<file path="src/rtl/cgrr_pkg.sv">
package cgrr_pkg;

  ////////////////////////////////////////////////////////////////////////////////
  // bus geometry
  localparam int          ADDR_W           = 8;
  localparam int          DATA_W           = 32;
  localparam logic [1:0]  RESP_OKAY        = 2'h0;
  localparam logic [1:0]  RESP_SLVERR      = 2'h2;
  localparam logic [1:0]  RESP_DECERR      = 2'h3;

  ////////////////////////////////////////////////////////////////////////////////
  // register byte offsets
  localparam logic [7:0]  OFS_GAIN_SHARED  = 8'h00;
  localparam logic [7:0]  OFS_ROUTE_SHARED = 8'h04;
  localparam logic [7:0]  OFS_DAC_GAIN     = 8'h08;
  localparam logic [7:0]  OFS_SIDETONE     = 8'h0C;
  localparam logic [7:0]  OFS_SPEAKER      = 8'h10;
  localparam logic [7:0]  OFS_ROUTING      = 8'h14;
  localparam logic [7:0]  OFS_STATUS       = 8'h18;

  ////////////////////////////////////////////////////////////////////////////////
  // sub-register prefixes in bits 7:6 (routing uses bit 7 only)
  localparam logic [1:0]  PFX_ADC          = 2'h0;
  localparam logic [1:0]  PFX_DAC          = 2'h1;
  localparam logic [1:0]  PFX_SIDE         = 2'h2;
  localparam logic [1:0]  PFX_SPK          = 2'h3;
  localparam logic        PFX_ROUTE        = 1'b0;

  ////////////////////////////////////////////////////////////////////////////////
  // field positions
  localparam int          DAC_LSB          = 0;
  localparam int          AST_LSB          = 3;
  localparam int          DST_LSB          = 0;
  localparam int          SPK_LSB          = 4;
  localparam int          ROUTE_LSB        = 0;
  localparam int          STAT_DAC_LSB     = 0;
  localparam int          STAT_AST_LSB     = 8;
  localparam int          STAT_DST_LSB     = 14;
  localparam int          STAT_SPK_LSB     = 20;

  ////////////////////////////////////////////////////////////////////////////////
  // reset values
  localparam logic [5:0]  RST_DAC_CODE     = 6'h00;
  localparam logic [2:0]  RST_SIDE_CODE    = 3'h0;
  localparam logic [1:0]  RST_SPK_CODE     = 2'h0;
  localparam logic [6:0]  RST_ROUTE        = 7'h00;

  ////////////////////////////////////////////////////////////////////////////////
  // gain decode constants (dac in half-dB units, sidetone in dB)
  localparam logic [6:0]  DAC_STEP_HALF_DB = 7'h03;
  localparam logic [4:0]  DAC_LAST_STEP    = 5'h1B;
  localparam logic [4:0]  DAC_CODE_42      = 5'h1C;
  localparam logic [4:0]  DAC_CODE_48      = 5'h1D;
  localparam logic [4:0]  DAC_CODE_54      = 5'h1E;
  localparam logic [4:0]  DAC_MUTE_CODE    = 5'h1F;
  localparam logic [6:0]  DAC_ATT_42       = 7'h54;
  localparam logic [6:0]  DAC_ATT_48       = 7'h60;
  localparam logic [6:0]  DAC_ATT_54       = 7'h6C;
  localparam logic [4:0]  SIDE_BASE_DB     = 5'h09;
  localparam logic [4:0]  SIDE_STEP_DB     = 5'h03;
  localparam logic [2:0]  SIDE_MUTE_CODE   = 3'h7;

  ////////////////////////////////////////////////////////////////////////////////
  // carriers
  typedef struct packed {
    logic       mute;
    logic [6:0] atten_half_db;
  } cgrr_dac_type;

  typedef struct packed {
    logic       mute;
    logic [4:0] atten_db;
  } cgrr_side_type;

  typedef struct packed {
    logic headset_loopback;
    logic handset_loopback;
    logic caller_id_to_adc;
    logic line_to_adc;
    logic microphone_to_adc;
    logic handset_to_adc;
    logic headset_to_adc;
  } cgrr_route_type;

endpackage

</file>
<file path="src/rtl/cgrr_dac_decode.sv">
`timescale 1ns/1ps
module cgrr_dac_decode (
  input  wire logic                  aclk,
  input  wire logic                  aresetn,
  input  wire logic [5:0]            dac_attenuation_code,
  output cgrr_pkg::cgrr_dac_type     dac_path
);
  import cgrr_pkg::*;

  // bit 5 has no documented meaning; only the low five bits steer the path
  function automatic cgrr_dac_type dac_decode(input logic [4:0] code);
    cgrr_dac_type r;
    r.mute          = 1'b0;
    r.atten_half_db = 7'h00;
    if (code <= DAC_LAST_STEP) begin
      r.atten_half_db = 7'({2'h0, code} * DAC_STEP_HALF_DB);
    end else if (code == DAC_CODE_42) begin
      r.atten_half_db = DAC_ATT_42;
    end else if (code == DAC_CODE_48) begin
      r.atten_half_db = DAC_ATT_48;
    end else if (code == DAC_CODE_54) begin
      r.atten_half_db = DAC_ATT_54;
    end else begin
      r.mute          = 1'b1;
    end
    return r;
  endfunction

  always_ff @(posedge aclk) begin
    if (!aresetn) begin
      dac_path <= dac_decode(RST_DAC_CODE[4:0]);
    end else begin
      dac_path <= dac_decode(dac_attenuation_code[4:0]);
    end
  end

endmodule

</file>
<file path="src/rtl/cgrr_sidetone_decode.sv">
`timescale 1ns/1ps
module cgrr_sidetone_decode (
  input  wire logic                  aclk,
  input  wire logic                  aresetn,
  input  wire logic [2:0]            level_code,
  output cgrr_pkg::cgrr_side_type    sidetone
);
  import cgrr_pkg::*;

  function automatic cgrr_side_type side_decode(input logic [2:0] code);
    cgrr_side_type r;
    r.mute     = (code == SIDE_MUTE_CODE);
    r.atten_db = 5'(SIDE_BASE_DB + 5'({2'h0, code} * SIDE_STEP_DB));
    if (r.mute) begin
      r.atten_db = 5'h00;
    end
    return r;
  endfunction

  always_ff @(posedge aclk) begin
    if (!aresetn) begin
      sidetone <= side_decode(RST_SIDE_CODE);
    end else begin
      sidetone <= side_decode(level_code);
    end
  end

endmodule

</file>
<file path="src/rtl/cgrr_regs.sv">
// The implementer's own choices: the AXI4-Lite slave port and the register offsets.
`timescale 1ns/1ps
module cgrr_regs (
  input  wire logic                     aclk,
  input  wire logic                     aresetn,
  input  wire logic [cgrr_pkg::ADDR_W-1:0] s_axi_awaddr,
  input  wire logic [2:0]               s_axi_awprot,
  input  wire logic                     s_axi_awvalid,
  output logic                          s_axi_awready,
  input  wire logic [cgrr_pkg::DATA_W-1:0] s_axi_wdata,
  input  wire logic [3:0]               s_axi_wstrb,
  input  wire logic                     s_axi_wvalid,
  output logic                          s_axi_wready,
  output logic [1:0]                    s_axi_bresp,
  output logic                          s_axi_bvalid,
  input  wire logic                     s_axi_bready,
  input  wire logic [cgrr_pkg::ADDR_W-1:0] s_axi_araddr,
  input  wire logic [2:0]               s_axi_arprot,
  input  wire logic                     s_axi_arvalid,
  output logic                          s_axi_arready,
  output logic [cgrr_pkg::DATA_W-1:0]   s_axi_rdata,
  output logic [1:0]                    s_axi_rresp,
  output logic                          s_axi_rvalid,
  input  wire logic                     s_axi_rready,
  output cgrr_pkg::cgrr_dac_type        dac_path,
  output cgrr_pkg::cgrr_side_type       analog_sidetone,
  output cgrr_pkg::cgrr_side_type       digital_sidetone,
  output logic [1:0]                    speaker_boost,
  output cgrr_pkg::cgrr_route_type      input_route
);
  import cgrr_pkg::*;

  ////////////////////////////////////////////////////////////////////////////////
  // stored fields

  logic [5:0]           dac_attenuation_code;
  logic [2:0]           analog_sidetone_level;
  logic [2:0]           digital_sidetone_level;
  cgrr_route_type       route_bits;

  ////////////////////////////////////////////////////////////////////////////////
  // write channel state

  logic [ADDR_W-1:0]    wr_addr;
  logic [DATA_W-1:0]    wr_data;
  logic [3:0]           wr_strb;
  logic                 wr_go;
  logic                 wr_low_byte;
  logic [7:0]           wr_byte;
  logic                 wr_gain_hit;
  logic                 wr_route_hit;
  logic                 wr_ro_hit;
  logic                 next_write_dac;
  logic                 next_write_side;
  logic                 next_write_spk;
  logic                 next_write_route;
  logic [1:0]           next_bresp;

  ////////////////////////////////////////////////////////////////////////////////
  // read channel state

  logic [DATA_W-1:0]    next_rdata;
  logic [1:0]           next_rresp;

  // a word is mapped when it is aligned and lands on a known offset
  function automatic logic addr_is(input logic [ADDR_W-1:0] addr,
                                   input logic [7:0]        ofs);
    return addr[1:0] == 2'h0 && {addr[ADDR_W-1:2], 2'h0} == ofs;
  endfunction

  // assembles the byte a sub-register presents, prefix included
  function automatic logic [DATA_W-1:0] pack_byte(input logic [1:0] pfx,
                                                  input logic [5:0] body);
    return {24'h000000, pfx, body};
  endfunction

  ////////////////////////////////////////////////////////////////////////////////
  // write address handshake

  always_ff @(posedge aclk) begin
    if (!aresetn) begin
      s_axi_awready <= 1'b1;
    end else if (s_axi_awvalid && s_axi_awready) begin
      s_axi_awready <= 1'b0;
    end else if (s_axi_bvalid && s_axi_bready) begin
      s_axi_awready <= 1'b1;
    end
  end

  always_ff @(posedge aclk) begin
    if (!aresetn) begin
      wr_addr <= '0;
    end else if (s_axi_awvalid && s_axi_awready) begin
      wr_addr <= s_axi_awaddr;
    end
  end

  ////////////////////////////////////////////////////////////////////////////////
  // write data handshake

  always_ff @(posedge aclk) begin
    if (!aresetn) begin
      s_axi_wready <= 1'b1;
    end else if (s_axi_wvalid && s_axi_wready) begin
      s_axi_wready <= 1'b0;
    end else if (s_axi_bvalid && s_axi_bready) begin
      s_axi_wready <= 1'b1;
    end
  end

  always_ff @(posedge aclk) begin
    if (!aresetn) begin
      wr_data <= '0;
      wr_strb <= 4'h0;
    end else if (s_axi_wvalid && s_axi_wready) begin
      wr_data <= s_axi_wdata;
      wr_strb <= s_axi_wstrb;
    end
  end

  ////////////////////////////////////////////////////////////////////////////////
  // write decode

  // both halves held and no answer pending: exactly one cycle per write
  assign wr_go        = !s_axi_awready && !s_axi_wready && !s_axi_bvalid;
  assign wr_low_byte  = wr_strb[0];
  assign wr_byte      = wr_data[7:0];
  assign wr_gain_hit  = addr_is(wr_addr, OFS_GAIN_SHARED);
  assign wr_route_hit = addr_is(wr_addr, OFS_ROUTE_SHARED);
  assign wr_ro_hit    = addr_is(wr_addr, OFS_DAC_GAIN) || addr_is(wr_addr, OFS_SIDETONE)
                        || addr_is(wr_addr, OFS_SPEAKER) || addr_is(wr_addr, OFS_ROUTING)
                        || addr_is(wr_addr, OFS_STATUS);

  always_comb begin
    next_write_dac   = 1'b0;
    next_write_side  = 1'b0;
    next_write_spk   = 1'b0;
    next_write_route = 1'b0;
    next_bresp       = RESP_OKAY;
    if (wr_gain_hit) begin
      // prefix 00 belongs to the adc gain, which lives elsewhere
      if (wr_low_byte) begin
        case (wr_byte[7:6])
          PFX_DAC: begin
            next_write_dac = 1'b1;
          end
          PFX_SIDE: begin
            next_write_side = 1'b1;
          end
          PFX_SPK: begin
            next_write_spk = 1'b1;
          end
          default: begin
            next_write_dac = 1'b0;
          end
        endcase
      end
    end else if (wr_route_hit) begin
      // top bit 1 belongs to the output routing, also not held here
      if (wr_low_byte && wr_byte[7] == PFX_ROUTE) begin
        next_write_route = 1'b1;
      end
    end else if (wr_ro_hit) begin
      next_bresp = RESP_SLVERR;
    end else begin
      next_bresp = RESP_DECERR;
    end
  end

  ////////////////////////////////////////////////////////////////////////////////
  // write response

  always_ff @(posedge aclk) begin
    if (!aresetn) begin
      s_axi_bvalid <= 1'b0;
    end else if (wr_go) begin
      s_axi_bvalid <= 1'b1;
    end else if (s_axi_bready) begin
      s_axi_bvalid <= 1'b0;
    end
  end

  // code moves only on wr_go, so it holds while bready stalls
  always_ff @(posedge aclk) begin
    if (!aresetn) begin
      s_axi_bresp <= RESP_OKAY;
    end else if (wr_go) begin
      s_axi_bresp <= next_bresp;
    end
  end

  ////////////////////////////////////////////////////////////////////////////////
  // gain fields

  always_ff @(posedge aclk) begin
    if (!aresetn) begin
      dac_attenuation_code <= RST_DAC_CODE;
    end else if (wr_go && next_write_dac) begin
      dac_attenuation_code <= wr_byte[DAC_LSB +: 6];
    end
  end

  always_ff @(posedge aclk) begin
    if (!aresetn) begin
      analog_sidetone_level  <= RST_SIDE_CODE;
      digital_sidetone_level <= RST_SIDE_CODE;
    end else if (wr_go && next_write_side) begin
      analog_sidetone_level  <= wr_byte[AST_LSB +: 3];
      digital_sidetone_level <= wr_byte[DST_LSB +: 3];
    end
  end

  // reserved low nibble is never stored, so it cannot steer anything
  always_ff @(posedge aclk) begin
    if (!aresetn) begin
      speaker_boost <= RST_SPK_CODE;
    end else if (wr_go && next_write_spk) begin
      speaker_boost <= wr_byte[SPK_LSB +: 2];
    end
  end

  ////////////////////////////////////////////////////////////////////////////////
  // input routing

  always_ff @(posedge aclk) begin
    if (!aresetn) begin
      route_bits <= RST_ROUTE;
    end else if (wr_go && next_write_route) begin
      route_bits <= wr_byte[ROUTE_LSB +: 7];
    end
  end

  // a separate flop keeps the output a register copy, one cycle behind
  always_ff @(posedge aclk) begin
    if (!aresetn) begin
      input_route <= RST_ROUTE;
    end else begin
      input_route.headset_loopback  <= route_bits.headset_loopback;
      input_route.handset_loopback  <= route_bits.handset_loopback;
      input_route.caller_id_to_adc  <= route_bits.caller_id_to_adc;
      input_route.line_to_adc       <= route_bits.line_to_adc;
      input_route.microphone_to_adc <= route_bits.microphone_to_adc;
      input_route.handset_to_adc    <= route_bits.handset_to_adc;
      input_route.headset_to_adc    <= route_bits.headset_to_adc;
    end
  end

  ////////////////////////////////////////////////////////////////////////////////
  // gain decoders

  cgrr_dac_decode u_dac (
    .aclk                 (aclk),
    .aresetn              (aresetn),
    .dac_attenuation_code (dac_attenuation_code),
    .dac_path             (dac_path)
  );

  cgrr_sidetone_decode u_analog_side (
    .aclk       (aclk),
    .aresetn    (aresetn),
    .level_code (analog_sidetone_level),
    .sidetone   (analog_sidetone)
  );

  cgrr_sidetone_decode u_digital_side (
    .aclk       (aclk),
    .aresetn    (aresetn),
    .level_code (digital_sidetone_level),
    .sidetone   (digital_sidetone)
  );

  ////////////////////////////////////////////////////////////////////////////////
  // read mux

  always_comb begin
    next_rdata = '0;
    next_rresp = RESP_OKAY;
    if (addr_is(s_axi_araddr, OFS_GAIN_SHARED) || addr_is(s_axi_araddr, OFS_ROUTE_SHARED)) begin
      // write-only selectors read as zero
      next_rdata = '0;
    end else if (addr_is(s_axi_araddr, OFS_DAC_GAIN)) begin
      next_rdata = pack_byte(PFX_DAC, dac_attenuation_code);
    end else if (addr_is(s_axi_araddr, OFS_SIDETONE)) begin
      next_rdata = pack_byte(PFX_SIDE, {analog_sidetone_level, digital_sidetone_level});
    end else if (addr_is(s_axi_araddr, OFS_SPEAKER)) begin
      next_rdata = pack_byte(PFX_SPK, {speaker_boost, 4'h0});
    end else if (addr_is(s_axi_araddr, OFS_ROUTING)) begin
      next_rdata = {24'h000000, PFX_ROUTE, route_bits};
    end else if (addr_is(s_axi_araddr, OFS_STATUS)) begin
      next_rdata[STAT_DAC_LSB +: 8] = dac_path;
      next_rdata[STAT_AST_LSB +: 6] = analog_sidetone;
      next_rdata[STAT_DST_LSB +: 6] = digital_sidetone;
      next_rdata[STAT_SPK_LSB +: 2] = speaker_boost;
    end else begin
      next_rresp = RESP_DECERR;
    end
  end

  ////////////////////////////////////////////////////////////////////////////////
  // read channel

  always_ff @(posedge aclk) begin
    if (!aresetn) begin
      s_axi_arready <= 1'b1;
    end else if (s_axi_arvalid && s_axi_arready) begin
      s_axi_arready <= 1'b0;
    end else if (s_axi_rvalid && s_axi_rready) begin
      s_axi_arready <= 1'b1;
    end
  end

  always_ff @(posedge aclk) begin
    if (!aresetn) begin
      s_axi_rvalid <= 1'b0;
    end else if (s_axi_arvalid && s_axi_arready) begin
      s_axi_rvalid <= 1'b1;
    end else if (s_axi_rready) begin
      s_axi_rvalid <= 1'b0;
    end
  end

  // data is caught at the address take and held until rready
  always_ff @(posedge aclk) begin
    if (!aresetn) begin
      s_axi_rdata <= '0;
      s_axi_rresp <= RESP_OKAY;
    end else if (s_axi_arvalid && s_axi_arready) begin
      s_axi_rdata <= next_rdata;
      s_axi_rresp <= next_rresp;
    end
  end

endmodule

</file>
<file path="config.mk">
export PLATFORM = sky130hd
export DESIGN_NAME = cgrr_regs
export DESIGN_NICKNAME = d
export VERILOG_FILES = /design/src/rtl/cgrr_pkg.sv /design/src/rtl/cgrr_dac_decode.sv /design/src/rtl/cgrr_sidetone_decode.sv /design/src/rtl/cgrr_regs.sv
export SDC_FILE = /design/constraint.sdc
export NUM_CORES = 1
export LEC_CHECK = 0
export BUFFER_PORTS_ARGS = -buffer_cell sky130_fd_sc_hd__buf_2
export CAP_MARGIN = 20
export CORE_ASPECT_RATIO = 0.8
export CORE_MARGIN = 5
export CORE_UTILIZATION = 23
export CTS_BUF_LIST = sky130_fd_sc_hd__clkbuf_8
export DETAILED_ROUTE_END_ITERATION = 10
export GPL_ROUTABILITY_DRIVEN = 0
export MAX_ROUTING_LAYER = met4
export PLACE_DENSITY_LB_ADDON = 0.2
export SETUP_SLACK_MARGIN = 0.2
export SYNTH_ARGS = -nofsm -noshare
export SYNTH_HDL_FRONTEND = slang
export SYNTH_SLANG_ARGS = --single-unit
export TNS_END_PERCENT = 10
</file>
<file path="constraint.sdc">
create_clock -name aclk -period 2.2 [get_ports aclk]
set_input_delay 0.11 -clock aclk [delete_from_list [all_inputs] [get_ports aclk]]
set_output_delay 0.11 -clock aclk [all_outputs]
set_load 0.01 [all_outputs]
</file>
Yosys cells after proc, flatten, opt, wreduce, memory -nomap -nowiden
Index checks and enable logic that the tools add are counted.
{"block": "op_classes", "add_sub_neg": 2, "n_mul": 3, "div": 0, "magnitude_cmp": 1, "n_eq_ne": 20, "n_shift": 0, "muxes": 43, "bitwise_logic": 2, "reduce_logical": 46}
{"cell": "$mux 22", "n": 6}
{"cell": "$eq 6x3->1 const B", "n": 6}
{"cell": "$mux 7", "n": 4}
{"cell": "$logic_and 1x1->1", "n": 26}
{"cell": "$eq 6x2->1 const B", "n": 4}
{"cell": "$mux 1", "n": 23}
{"cell": "$mux 2", "n": 8}
{"cell": "$eq 5x5->1 const B", "n": 3}
{"cell": "$eq 6x1->1 const B", "n": 2}
{"cell": "$logic_not 6->1", "n": 2}
{"cell": "$add 4x5->5 const A", "n": 2}
{"cell": "$mul 3x2->5 const B", "n": 2}
{"cell": "$reduce_bool 2->1", "n": 5}
{"cell": "$mux 4", "n": 2}
{"cell": "$mul 5x2->7 const B", "n": 1}
{"cell": "$eq 3x3->1 const B", "n": 2}
{"cell": "$le 5x5->1 const B", "n": 1}
{"cell": "$logic_or 1x1->1", "n": 5}
{"cell": "$eq 2x2->1 const B", "n": 2}
{"cell": "$logic_not 2->1", "n": 2}
{"cell": "$reduce_or 2->1", "n": 2}
{"cell": "$reduce_or 4->1", "n": 1}
{"cell": "$logic_not 1->1", "n": 3}
{"cell": "$eq 2x1->1 const B", "n": 1}
{"cell": "$not 1->1", "n": 2}
{"block": "totals", "reg_bits": 106, "latchBits": 0, "mem_bits_rw": 0, "rom_bits": 0, "in_bits": 65, "wordCells": 154, "n_memories": 0}

Longest topological paths before layout
Gate-level depths: netlist (run 1).
{"block": "logic_depth", "ltp_word": 9, "depth_mapped": 8}

By module
Synthesis (run 1) repeated with hierarchy kept, for this count alone.
{"block": "hier_totals", "hier_cells": 460, "area_unflattened_um2": 4389.2}
{"module": "cgrr_regs", "n_inst": 1, "cells_per_inst": 339, "area_per_inst_um2": 3185.6}
{"module": "cgrr_sidetone_decode", "n_inst": 2, "cells_per_inst": 31, "area_per_inst_um2": 322.8}
{"module": "cgrr_dac_decode", "n_inst": 1, "cells_per_inst": 59, "area_per_inst_um2": 558.0}

Worst setup path after synthesis (run 1)
Ideal clock, no wire load.
{"block": "synth_timing", "kind": "register to register", "startpoint": "reg wr_addr[0]", "endpoint": "reg dac_attenuation_code[4]", "setup_time_ns": 0.072, "arrival_time_ns": 1.587, "required_time_ns": 2.128, "slack_ns": 0.542, "path_stages_with_launch": 6, "path_cell_list": "dfxtp_1 > or4_4 > nor4_4 > and4_1 > buf_4 > mux2i_1"}
{"block": "synth_via", "elab_chain_len": 4}
{"element": "from (decl)", "line_no": "cgrr_regs.sv:44", "text": "logic [ADDR_W-1:0] wr_addr;"}
{"element": "from (signal assigned)", "line_no": "cgrr_regs.sv:94", "text": "wr_addr <= s_axi_awaddr;"}
{"element": "$logic_not 2->1", "line_no": "cgrr_regs.sv:68", "text": "return addr[1:0] == 2'h0 && {addr[ADDR_W-1:2], 2'h0} == ofs;"}
{"element": "$logic_and 1x1->1", "line_no": "cgrr_regs.sv:68"}
{"element": "$mux 1", "line_no": "cgrr_regs.sv:140", "text": "if (wr_gain_hit) begin"}
{"element": "$logic_and 1x1->1", "line_no": "cgrr_regs.sv:198", "text": "end else if (wr_go && next_write_dac) begin"}
{"element": "to (signal assigned)", "line_no": "cgrr_regs.sv:199", "text": "dac_attenuation_code <= wr_byte[DAC_LSB +: 6];"}
{"element": "to (decl)", "line_no": "cgrr_regs.sv:36", "text": "logic [5:0] dac_attenuation_code;"}
No other way between the ends.
A chain may end at the register's enable or synchronous reset.

Worst setup path after layout (run 1)
{"block": "layout_timing", "startpoint": "reg wr_addr[0]", "endpoint": "reg digital_sidetone_level[1]"}
{"block": "layout_via", "elab_chain_len": 4}
{"element": "$logic_not 2->1", "line_no": "cgrr_regs.sv:68"}
{"element": "$logic_and 1x1->1", "line_no": "cgrr_regs.sv:68"}
{"element": "$mux 1", "line_no": "cgrr_regs.sv:140"}
{"element": "$logic_and 1x1->1", "line_no": "cgrr_regs.sv:207", "text": "end else if (wr_go && next_write_side) begin"}
{"element": "to (signal assigned)", "line_no": "cgrr_regs.sv:209", "text": "digital_sidetone_level <= wr_byte[DST_LSB +: 3];"}
{"element": "to (decl)", "line_no": "cgrr_regs.sv:38", "text": "logic [2:0] digital_sidetone_level;"}
No other way between the ends.

==> summary.txt, run 1 <==
Outcome
  – Status: complete, no violations

Layout
  – Layout cells sized above 1: 0.217
  – Core Util, Final: 0.290
  – Nets: 653
  – Fillers: 1932
  – Non-Filler Instances: 799
  – Layout area overhead: 24.6%

Global route
  – Initial antenna violation count: 1
  – Largest net degree at the start of global routing: 49
  – First-pass GRT wire length: 18800 um
  – Gr ovfl total: 0
  – GRT Total Usage: 0.113
  – Vias in the first global route: 3527

STA
  – Setup TNS: 0 ns
  – Slew headroom: 0.552
  – Fmax: 522 MHz
  – Final worst path period share: 0.871
  – Final setup viols: 0
  – Final Max Slew Viols: 0
  – Final min period: 1.92 ns
  – RSZ-0062 raised after global routing: true
  – Worst Clk Skew: 0.00974 ns
  – Actual slew at the worst max-slew pin: 0.666 ns
  – Final hold vios: 0

Clocking
  – CTS Buffer Depth: 2
  – Clock Latency Late Sink: 0.36 ns
  – Post-CTS setup buffer count: 0
  – TritonCTS buffer count: 9
  – Clock root buffer master: clkbuf_8
  – TritonCTS clock tree: yes
  – Worst-path clk slew: 0.09 ns
  – Sink Count: 95
  – Htree depth: 3

Critical path
  – Reg2reg start: wr_addr[0]
  – Worst Path Required: 2.49 ns
  – Startpoint types: register
  – Worst Setup SP: wr_addr[0]
  – Crit end category: register
  – Critical path data arrival time: 2.20 ns
  – Critical path fanouts, max: 6
  – Critical path type: register to register

Detailed routing
  – Post-DRT Antenna Nets: 0
  – DR vias/cell: 4.41
  – Post-Route WL: about 12000 um
  – DRT Pass-1 Iters: 4
  – Drt drc: 0
  – Via count: approximately 3500
  – Wire per inst: 14.9 um
  – Initial DRC count: 231

Floorplanning
  – DIE HEIGHT: 131 um
  – Row count: 44
  – Initial Utilization: 0.233
  – Ports: between 100 and 150
  – Die Span X: 161 um
  – CORE AREA: 0.0181 mm2
  – DIE AREA: 0.0212 mm2

Logic synthesis
  – Number of synthesized register bits: 95
  – Netlist cell types: 47
  – Synth top area cells: dfxtp_1, nand2_1, ha_1
  – Top-area cell type share of the netlist area: 0.451
  – Sequential cell area fraction in the yosys report: 0.451
  – Biggest area consumer among synthesized cells: dfxtp_1
  – Syn avg cell area: approximately 9.1 um2
  – Synth Warn #: 0
  – Mapped cell area: ~0.0042 mm2
  – Syn Inst Count: 462

Flow run
  – Maxcap violations: 0

Power and ir drop
  – Pleak: between 2 and 2.5 nW
  – Pwr Total: 3.29 mW
  – Pwr/cell area: 626 mW/mm2
  – Maximum VDD drop: 207 uV

Hold path
  – Min-Delay Path Class: input pin to register
  – Hold_sp: s_axi_wstrb[0]

Placed design
  – Detail Placement HPWL: 8890 um
  – Port bufs: just over 90
  – Placed cell count: 767
-- state kept, by name (all words and copies together) (netlist names), 2 cells and up --
name / flops
wr_addr: 8
digital_sidetone_level: 3
wr_data: 8
s_axi_rdata: 22
analog_sidetone_level: 3
input_route: 7
dac_attenuation_code: 6
u_dac.dac_path: 8
u_digital_side.sidetone: 6
u_analog_side.sidetone: 6
route_bits: 7
speaker_boost: 2
s_axi_bresp: 2
-- metrics by stage --
| stage | area [um2] | hold WS (ns) | setup slack [ns] |
|---|---|---|---|
| floorplan | 4250 | 0.246 | 0.542 |
| global placement | 4880 | 0.354 | 0.284 |
| detailed placement | 4880 | 0.361 | 0.241 |
| CTS | 5250 | 0.00209 | 0.225 |
| global route | 5260 | 0.0225 | 0.193 |
| finish | 5260 | 0.0187 | 0.285 |
-- metal layers --
metal | track usage | part of all wire
met1 | 0.148 | 0.49
met2 | 0.171 | 0.44
met4 | 0.0298 | 0.014
met3 | 0.0354 | 0.059
met5 | - | 0
-- power by group --
group	switching, mW	internal, mW	total (mW)
clock network	0.599	0.658	1.26
registers	0.0256	1.75	1.77
logic	0.158	0.100	0.258
total	0.783	2.51	3.29
-- area by class of cell --
| type | count | area [um2] | share of cell area |
|---|---|---|---|
| timing repair buffer | 115 | 676 | 0.129 |
| tap | 230 | 288 | 0.0548 |
| multi-input combinational | 320 | 2090 | 0.398 |
| clock inverter | 5 | 73.8 | 0.0140 |
| antenna | 1 | 2.50 | 0.000476 |
| inverter | 23 | 86.3 | 0.0164 |
| clock buffer | 10 | 138 | 0.0262 |
| sequential | 95 | 1900 | 0.362 |
-- cell usage after synthesis, drive strengths merged --
cell,n
a31oi,1
nand2,74
nor2,30
o21ai,19
a21o,2
nor3,4
nand4b,2
and3,6
a21oi,30
nor3b,1
nand4,1
a311oi,2
o22ai,3
a22oi,18
ha,21
nor4,3
or3,1
clkinv,1
clkbuf,16
a32o,1
and4,1
and3b,5
conb,1
nand3b,2
buf,17
xnor2,4
a221o,4
nand2b,13
xor2,2
o311a,3
fa,3
a211oi,5
and2,4
o311ai,1
or4,2
mux2i,23
a221oi,3
nand3,6
o32ai,1
dfxtp,95
inv,22
nor2b,9
-- timing repair --
item / 4_1_cts / 5_1_grt
hold buffers: 16 / 0
setup endpoints to repair: 0 / 10
resized for setup: 0 / 1
endpoints found under the hold margin: 16 / 0
-- cells by family after synthesis --
family / share of synthesized area
and+or+nand+nor: 0.200
DFF: 0.451
AOI/OAI and AO/OA: 0.142
buffers and inverters: 0.0623
adders and majority gates: 0.0765
muxes: 0.0546
xor gates and xnor gates: 0.0125
other: 0.000889
-- worst paths after layout --
kind | endpoint | slack, ns | cells past startpoint
setup / recovery | digital_sidetone_level[1] | 0.28 | 4
hold / removal | wr_strb[0] | 0.02 | 3
setup reg to reg | digital_sidetone_level[1] | 0.28 | 4
hold reg to reg | dac_attenuation_code[5] | 0.46 | 2
-- critical path, cell delays in order (launching register included) --
cell,delay [ns]
dfxtp_1,0.32
or4_4,0.56
nor4_4,0.26
and3_1,0.46
mux2i_1,0.24
-- cells in the final DEF, fill, tap and decap left out, drive strengths merged, types with 5 or more instances in the layout --
cell and count:
nor2b 9, mux2i 23, nand2 74, dlygate4sd3 16, clkbuf 10, nand2b 13, dfxtp 95, buf 99
nor2 30, o21ai 19, and3b 5, and3 6, conb 10, inv 23, ha 21, a21oi 30
a22oi 18, nand3 6, a211oi 5
No activity file was read; power rests on OpenSTA's default activity.
==> run 2, diff against run 1 <==
- SYNTH_HIERARCHICAL: not set -> 1
==> run 2 against run 1 <==
Compared with the run above: synthesized cell count fell by 0.43%; combinational power rose by 2%; non-clock buffer count rose by 5; largest cell class unchanged.
==> summary.txt, run 2 <==
Critical path
  – CP top delay family: simple AND/OR/NAND/NOR gates (unchanged)
  – Slowest cell delay on critical path: 0.57 ns (was 0.56 ns)
  – Worst Setup SP: wr_addr[1] (was wr_addr[0])
  – Levels on crit path: 5 (was 4)
  – R2r endpoint: analog_sidetone_level[0] (was digital_sidetone_level[1])
  – Reg2reg start: wr_addr[1] (was wr_addr[0])
  – Worst Setup EP: analog_sidetone_level[0] (was digital_sidetone_level[1])
  – Startpoint types: register (unchanged)
  – Critical path data arrival time: 2.22 ns (was 2.20 ns)
  – Critical path type: register to register (unchanged)
  – CP cell instances: or4_4 -> nor4_4 -> nand3_2 -> mux2i_1 -> nor2b_1 (was or4_4 -> nor4_4 -> and3_1 -> mux2i_1)
  – Worst reg-to-reg setup slack: 0.25 ns (was 0.28 ns)
  – Buf/Inv on CP: 0 (unchanged)
  – Critical path fanouts, max: 6 (unchanged)
  – Worst Path Required: 2.47 ns (was 2.49 ns)
  – FF-to-FF path depth: 5 (was 4)
  – Max stage delay cell, worst path: or4_4 (unchanged)
  – Crit end category: register (unchanged)

Power and ir drop
  – Maximum VDD drop: 228 uV (was 207 uV)
  – Int Pwr: 2.28 mW (was 2.51 mW)
  – Pwr/cell area: 570 mW/mm2 (was 626 mW/mm2)
  – Comb power frac: 0.084 (was 0.078)
  – P_sw: 0.847 mW (was 0.783 mW)
  – Sw frac: 0.270 (was 0.238)
  – Pleak: 2.42 nW (was 2.37 nW)
  – Clk pwr share: 0.348 (was 0.382)
  – Reg power frac: 0.569 (was 0.539)

Layout
  – Layout cells sized above 1: 0.240 (was 0.217)
  – Area of the multi-input gates: 0.00229 mm2 (was 0.00209 mm2)
  – Sequential cell area: 0.00190 mm2 (unchanged)
  – Layout area overhead: 25.1% (was 24.6%)
  – Core Util, Final: 0.291 (was 0.290)
  – Nets: 662 (was 653)
  – Commonest non-fill, non-tap cell in the layout: dfxtp_1 (unchanged)
  – Fillers: 2038 (was 1932)
  – Largest Register: s_axi_rdata (unchanged)
  – Most frequent cells in the layout: dfxtp_1, buf_2, nand2_1, nor2b_1, o21ai_0 (was dfxtp_1, buf_2, nand2_1, a21oi_1, nor2_1)
  – # diodes: 0 (was 1)
  – Largest register FFs: 22 (unchanged)

Clocking
  – Clock Latency Late Sink: 0.39 ns (was 0.36 ns)
  – Htree depth: 3 (unchanged)
  – Sink Count: 95 (unchanged)
  – CTS Buffer Depth: 2 (unchanged)
  – TritonCTS clock tree: yes (unchanged)
  – Post-CTS setup buffer count: 0 (unchanged)
  – TritonCTS buffer count: 9 (unchanged)
  – Post-CTS sizing: 0 (unchanged)
  – Clock root buffer master: clkbuf_8 (unchanged)
  – Worst-path clk slew: 0.09 ns (about the same)

STA
  – Slew headroom: 0.667 (was 0.552)
  – Worst Clk Skew: 0.0180 ns (was 0.00974 ns)
  – Setup TNS: 0 ns (unchanged)
  – Fmax: 512 MHz (was 522 MHz)
  – Final hold vios: 0 (unchanged)
  – Final worst path period share: 0.888 (was 0.871)
  – RSZ-0062 raised after global routing: true (unchanged)
  – Final setup viols: 0 (unchanged)
  – Final min period: 1.95 ns (was 1.92 ns)
  – Actual slew at the worst max-slew pin: 0.498 ns (was 0.666 ns)
  – Final Max Slew Viols: 0 (unchanged)

Logic synthesis
  – Top-area cell type share of the netlist area: 0.433 (was 0.451)
  – Syn avg cell area: 9.54 um2 (was 9.13 um2)
  – Mapped cell area: 0.00439 mm2 (was 0.00422 mm2)
  – Main synth FF type: dfxtp_1 (unchanged)
  – FFs w/ async S/R, synth: 0 (unchanged)
  – Post-synth top cells: dfxtp_1, nand2_1, nor2b_1 (was dfxtp_1, nand2_1, a21oi_1, nor2_1, mux2i_1)
  – Netlist cell types: 60 (was 47)
  – EDFF count, synth: 0 (unchanged)
  – Synth Warn #: 6 (was 0)
  – Sequential cell area fraction in the yosys report: 0.433 (was 0.451)
  – Most used standard cell by instance count after synthesis: dfxtp_1 (unchanged)
  – Syn Inst Count: 460 (was 462)
  – Number of synthesized register bits: 95 (unchanged)
  – Biggest area consumer among synthesized cells: dfxtp_1 (unchanged)
  – Synth top area cells: dfxtp_1, ha_1, nor2b_1 (was dfxtp_1, nand2_1, ha_1)

Global route
  – Gr ovfl total: 0 (unchanged)
  – Largest net degree at the start of global routing: 56 (was 49)
  – Initial antenna violation count: 0 (was 1)
  – First-pass GRT wire length: 19200 um (was 18800 um)
  – Vias in the first global route: 3495 (was 3527)
  – GRT Total Usage: 0.115 (was 0.113)

Hold path
  – Hold_sp: s_axi_bready (was s_axi_wstrb[0])
  – Min-Delay Path Class: input pin to register (unchanged)

Detailed routing
  – Post-Route WL: 12100 um (was 11900 um)
  – Wire per inst: 14.5 um (was 14.9 um)
  – Via count: 3557 (was 3523)
  – Initial DRC count: 225 (was 231)
  – DR vias/cell: 4.25 (was 4.41)
  – Post-DRT Antenna Nets: 0 (unchanged)
  – Drt drc: 0 (unchanged)
  – DRT Pass-1 Iters: 4 (unchanged)

Floorplanning
  – Ports: 135 (unchanged)
  – Die Span X: 164 um (was 161 um)
  – DIE AREA: 0.0220 mm2 (was 0.0212 mm2)
  – CORE AREA: 0.0189 mm2 (was 0.0181 mm2)
  – Initial Utilization: 0.233 (about the same)
  – Row count: 45 (was 44)
  – DIE HEIGHT: 134 um (was 131 um)

Placed design
  – Port bufs: 91 (unchanged)
  – Detail Placement HPWL: 9220 um (was 8890 um)

Outcome
  – Status: complete, no violations (unchanged)

Flow run
  – Maxcap violations: 0 (unchanged)
## run 2: cell count changes after synthesis, sizes merged, moves of 5 or more
| cell | before | now |
|---|---|---|
| clkbuf | 16 | 11 |
| nand3 | 6 | 15 |
| a21boi | 0 | 19 |
| nand2 | 74 | 46 |
| a21oi | 30 | 14 |
| and2 | 4 | 12 |
| o21ai | 19 | 26 |
| nor2b | 9 | 37 |
| and3b | 5 | 0 |
| nor2 | 30 | 10 |
## run 2: worst reg2reg max path: cells and delay by family, from the launching register on
kind          cells  cell delay [ns]
simple gates      4             1.26
flops             1             0.32
mux               1             0.26
## run 2: layout make-up
class,instances,area share
Multi-Input combinational cell,328,0.418
Sequential cell,95,0.346
Timing Repair Buffer,120,0.131
Tap cell,258,0.0588
Clock buffer,9,0.0226
Inverter,19,0.0130
Clock inverter,7,0.0103
## run 2: how the worst min path moves through the flow
| stage | depth (start not counted) | end |
|---|---|---|
| floorplan | 1 | u_analog_side/sidetone[0] |
| global placement | 3 | wr_addr[7] |
| detailed placement | 3 | wr_addr[6] |
| CTS | 3 | s_axi_awready |
| global route | 3 | s_axi_awready |
| finish | 3 | s_axi_awready |
## run 2: layer usage
| metal | vias up | GRT usage | share of wire |
|---|---|---|---|
| li1 | 1805 | - | - |
| met1 | 1640 | 0.157 | 0.50 |
| met2 | 103 | 0.169 | 0.43 |
| met3 | 9 | 0.0343 | 0.068 |
| met4 | 0 | 0.0249 | 0.0094 |
| met5 | - | - | 0 |
## run 2: cell families after synthesis
logic type | after synthesis | share of synthesized area
AOI/OAI and AO/OA | 105 | 0.162
xor gates and xnor gates | 7 | 0.0140
adders and majority gates | 24 | 0.0718
buffers and inverters | 46 | 0.0516
DFF | 95 | 0.433
muxes | 24 | 0.0550
other | 1 | 0.000854
and+or+nand+nor | 158 | 0.212
## run 2: power by group through the flow
stage	combinational (mW)	clock, mW	sequential [mW]
CTS	0.265	1.16	1.78
global route	0.291	1.23	1.79
finish	0.262	1.09	1.78
detailed placement	0.240	0	1.82
global placement	0.237	0	1.82
floorplan	0.159	0	1.82
## run 2: metrics by stage
step / instance area, um2 / power (mW) / instances / hold slack (ns) / setup slack (ns)
global route: 5490 / 3.31 / 836 / 0.0400 / 0.166
CTS: 5490 / 3.20 / 836 / 0.0240 / 0.237
floorplan: 4420 / 1.97 / 469 / 0.186 / 0.494
detailed placement: 5130 / 2.06 / 802 / 0.376 / 0.262
finish: 5490 / 3.13 / 836 / 0.0428 / 0.247
global placement: 5130 / 2.06 / 802 / 0.360 / 0.301
## run 2: repair_timing
item | 4_1_cts | 5_1_grt
setup endpoints to repair | 0 | 2
endpoints found under the hold margin | 18 | 0
hold buffers | 18 | 0
==> run 3, diff against run 2 <==
- BUFFER_PORTS_ARGS: -buffer_cell sky130_fd_sc_hd__buf_2 -> -buffer_cell sky130_fd_sc_hd__clkbuf_2
- CORE_ASPECT_RATIO: 0.8 -> 1.1
==> run 3 against run 2 <==
Compared with the run above: fmax is 1.4% higher; utilization is 0.074 points lower; final area is 0.30% higher; via count is 0.14% lower; total power is 6.9% higher; sequential share of layout area is 0.10 points lower.
==> summary.txt, run 3 (synthesized netlist as in run 2, its figures left out) <==
Critical path
  – Critical path data arrival time: 2.18 ns (was 2.22 ns)
  – CP top delay family: simple AND/OR/NAND/NOR gates (unchanged)
  – Max stage delay cell, worst path: or4_4 (unchanged)
  – Levels on crit path: 5 (unchanged)
  – Buf/Inv on CP: 0 (unchanged)
  – Critical path fanouts, max: 6 (unchanged)
  – FF-to-FF path depth: 5 (unchanged)
  – Slowest cell delay on critical path: 0.55 ns (was 0.57 ns)
  – Startpoint types: register (unchanged)
  – Critical path type: register to register (unchanged)
  – Crit end category: register (unchanged)
  – Worst Path Required: 2.45 ns (was 2.47 ns)
  – CP cell instances: or4_4 -> nor4_4 -> nand3_2 -> mux2i_1 -> nor2b_1 (unchanged)

Detailed routing
  – DR vias/cell: 4.32 (was 4.25)
  – Uppermost layer routed: met4 (unchanged)
  – Met3 routed wirelength: 574 um (was 818 um)
  – Via count: 3552 (was 3557)
  – Initial DRC count: 186 (was 225)
  – Post-DRT Antenna Nets: 0 (unchanged)
  – Post-Route WL: 11400 um (was 12100 um)
  – WL met2: 5220 um (was 5160 um)
  – WL met1: 5440 um (was 5990 um)
  – Drt drc: 0 (unchanged)
  – DRT Pass-1 Iters: 4 (unchanged)
  – Wire per inst: 13.9 um (was 14.5 um)

Flow run
  – Maxcap violations: 0 (unchanged)

Clocking
  – Sink Count: 95 (unchanged)
  – CTS Buffer Depth: 2 (unchanged)
  – Post-CTS setup buffer count: 0 (unchanged)
  – TritonCTS buffer count: 9 (unchanged)
  – Clock root buffer master: clkbuf_8 (unchanged)
  – Worst-path clk slew: 0.10 ns (was 0.09 ns)
  – Clock Latency Late Sink: 0.37 ns (was 0.39 ns)
  – TritonCTS clock tree: yes (unchanged)
  – Htree depth: 3 (unchanged)

Layout
  – Fillers: 2053 (was 2038)
  – Largest Register: s_axi_rdata (unchanged)
  – Commonest non-fill, non-tap cell in the layout: dfxtp_1 (unchanged)
  – Most frequent cells in the layout: dfxtp_1, clkbuf_2, nand2_1, nor2b_1, o21ai_0 (was dfxtp_1, buf_2, nand2_1, nor2b_1, o21ai_0)
  – Layout cells sized above 1: 0.240 (about the same)
  – Layout area overhead: 25.4% (was 25.1%)
  – # diodes: 0 (unchanged)
  – Largest register FFs: 22 (unchanged)
  – Non-Filler Instances: 823 (was 836)
  – Nets: 660 (was 662)

Floorplanning
  – Row count: 53 (was 45)
  – DIE HEIGHT: 155 um (was 134 um)
  – Initial Utilization: 0.231 (was 0.233)
  – Ports: 135 (unchanged)
  – Die Span X: 142 um (was 164 um)
  – CORE AREA: 0.0190 mm2 (was 0.0189 mm2)
  – DIE AREA: 0.0219 mm2 (was 0.0220 mm2)

STA
  – Fmax: 519 MHz (was 512 MHz)
  – Final worst path period share: 0.875 (was 0.888)
  – Hold slack: 0.0391 ns (was 0.0428 ns)
  – Actual slew at the worst max-slew pin: 0.534 ns (was 0.498 ns)
  – Setup TNS: 0 ns (unchanged)
  – Final setup viols: 0 (unchanged)
  – Final Max Slew Viols: 0 (unchanged)
  – Slew headroom: 0.641 (was 0.667)
  – RSZ-0062 raised after global routing: true (unchanged)
  – Final min period: 1.93 ns (was 1.95 ns)
  – Worst Clk Skew: 0.0147 ns (was 0.0180 ns)
  – Final worst slack: 0.274 ns (was 0.247 ns)
  – Final hold vios: 0 (unchanged)

Placed design
  – Port bufs: 91 (unchanged)
  – Dpl ws: 0.274 ns (was 0.262 ns)
  – Detail Placement HPWL: 8830 um (was 9220 um)
  – Placed cell count: 790 (was 802)

Global route
  – GRT Total Usage: 0.110 (was 0.115)
  – Vias in the first global route: 3483 (was 3495)
  – Gr ovfl total: 0 (unchanged)
  – Largest net degree at the start of global routing: 53 (was 56)
  – First-pass GRT wire length: 18700 um (was 19200 um)
  – Initial antenna violation count: 0 (unchanged)

Power and ir drop
  – Pleak: 2.40 nW (was 2.42 nW)
  – Pwr/cell area: 608 mW/mm2 (was 570 mW/mm2)
  – Maximum VDD drop: 316 uV (was 228 uV)

Hold path
  – Hold path cells: 3 (unchanged)
  – Min-Delay Path Class: input pin to register (unchanged)

Outcome
  – Status: complete, no violations (unchanged)
[run 3: cell count changes in the layout (fill, tap and decap cells not counted)]
cell,previous run,this run
buf_2,91,0
buf_4,11,10
bufinv_16,0,2
clkbuf_2,0,91
clkinv_2,1,0
clkinvlp_4,3,2
dlygate4sd3_1,18,17
[run 3: final timing paths]
check             slack [ns]                 endpoint          from
setup / recovery        0.27  dac_attenuation_code[3]    wr_addr[1]
hold / removal          0.04             s_axi_rvalid  s_axi_rready
setup reg to reg        0.27  dac_attenuation_code[3]    wr_addr[1]
hold reg to reg         0.47               wr_addr[6]    wr_addr[6]
[run 3: per-stage QoR]
step                      cell area, um2  utilization  total power [mW]
after CTS                           5510        0.290              3.43
after global routing                5510        0.290              3.54
after global placement              5110        0.269              2.05
after detailed placement            5110        0.269              2.06
final                               5510        0.290              3.34
after floorplan                     4420            -              1.97
[run 3: layout make-up]
| type | instances | area [um2] | area share |
|---|---|---|---|
| flip-flops and latches | 95 | 1900 | 0.345 |
| inverters | 19 | 71.3 | 0.0130 |
| multi-input cells | 328 | 2290 | 0.417 |
| clock buffers | 9 | 124 | 0.0225 |
| repair buffers | 118 | 701 | 0.127 |
| clock inverters | 7 | 104 | 0.0189 |
| well taps | 247 | 309 | 0.0561 |
[run 3: what timing repair did]
action | CTS | global route
endpoints found under the hold margin | 17 | 0
endpoints found under the setup margin | 0 | 12
hold buffers | 17 | 0
resized for setup | 0 | 0
[run 3: metal layers]
| layer | vias to the layer above | GRT usage |
|---|---|---|
| met1 | 1642 | 0.142 |
| met5 | - | - |
| met3 | 16 | 0.0227 |
| met2 | 87 | 0.171 |
| li1 | 1807 | - |
| met4 | 0 | 0.0393 |
[run 3: worst min-delay path, delay by kind of cell]
family | cells | cell delay [ns]
AOI/OAI and AO/OA | 1 | 0.08
and+or+nand+nor | 1 | 0.09
buffers and inverters | 1 | 0.09
[run 3: report_power, final]
part           leakage, nW  internal, mW  switching (mW)
Combinational         1.52         0.111           0.146
Clock                0.108         0.654           0.655
Sequential           0.769          1.75          0.0320
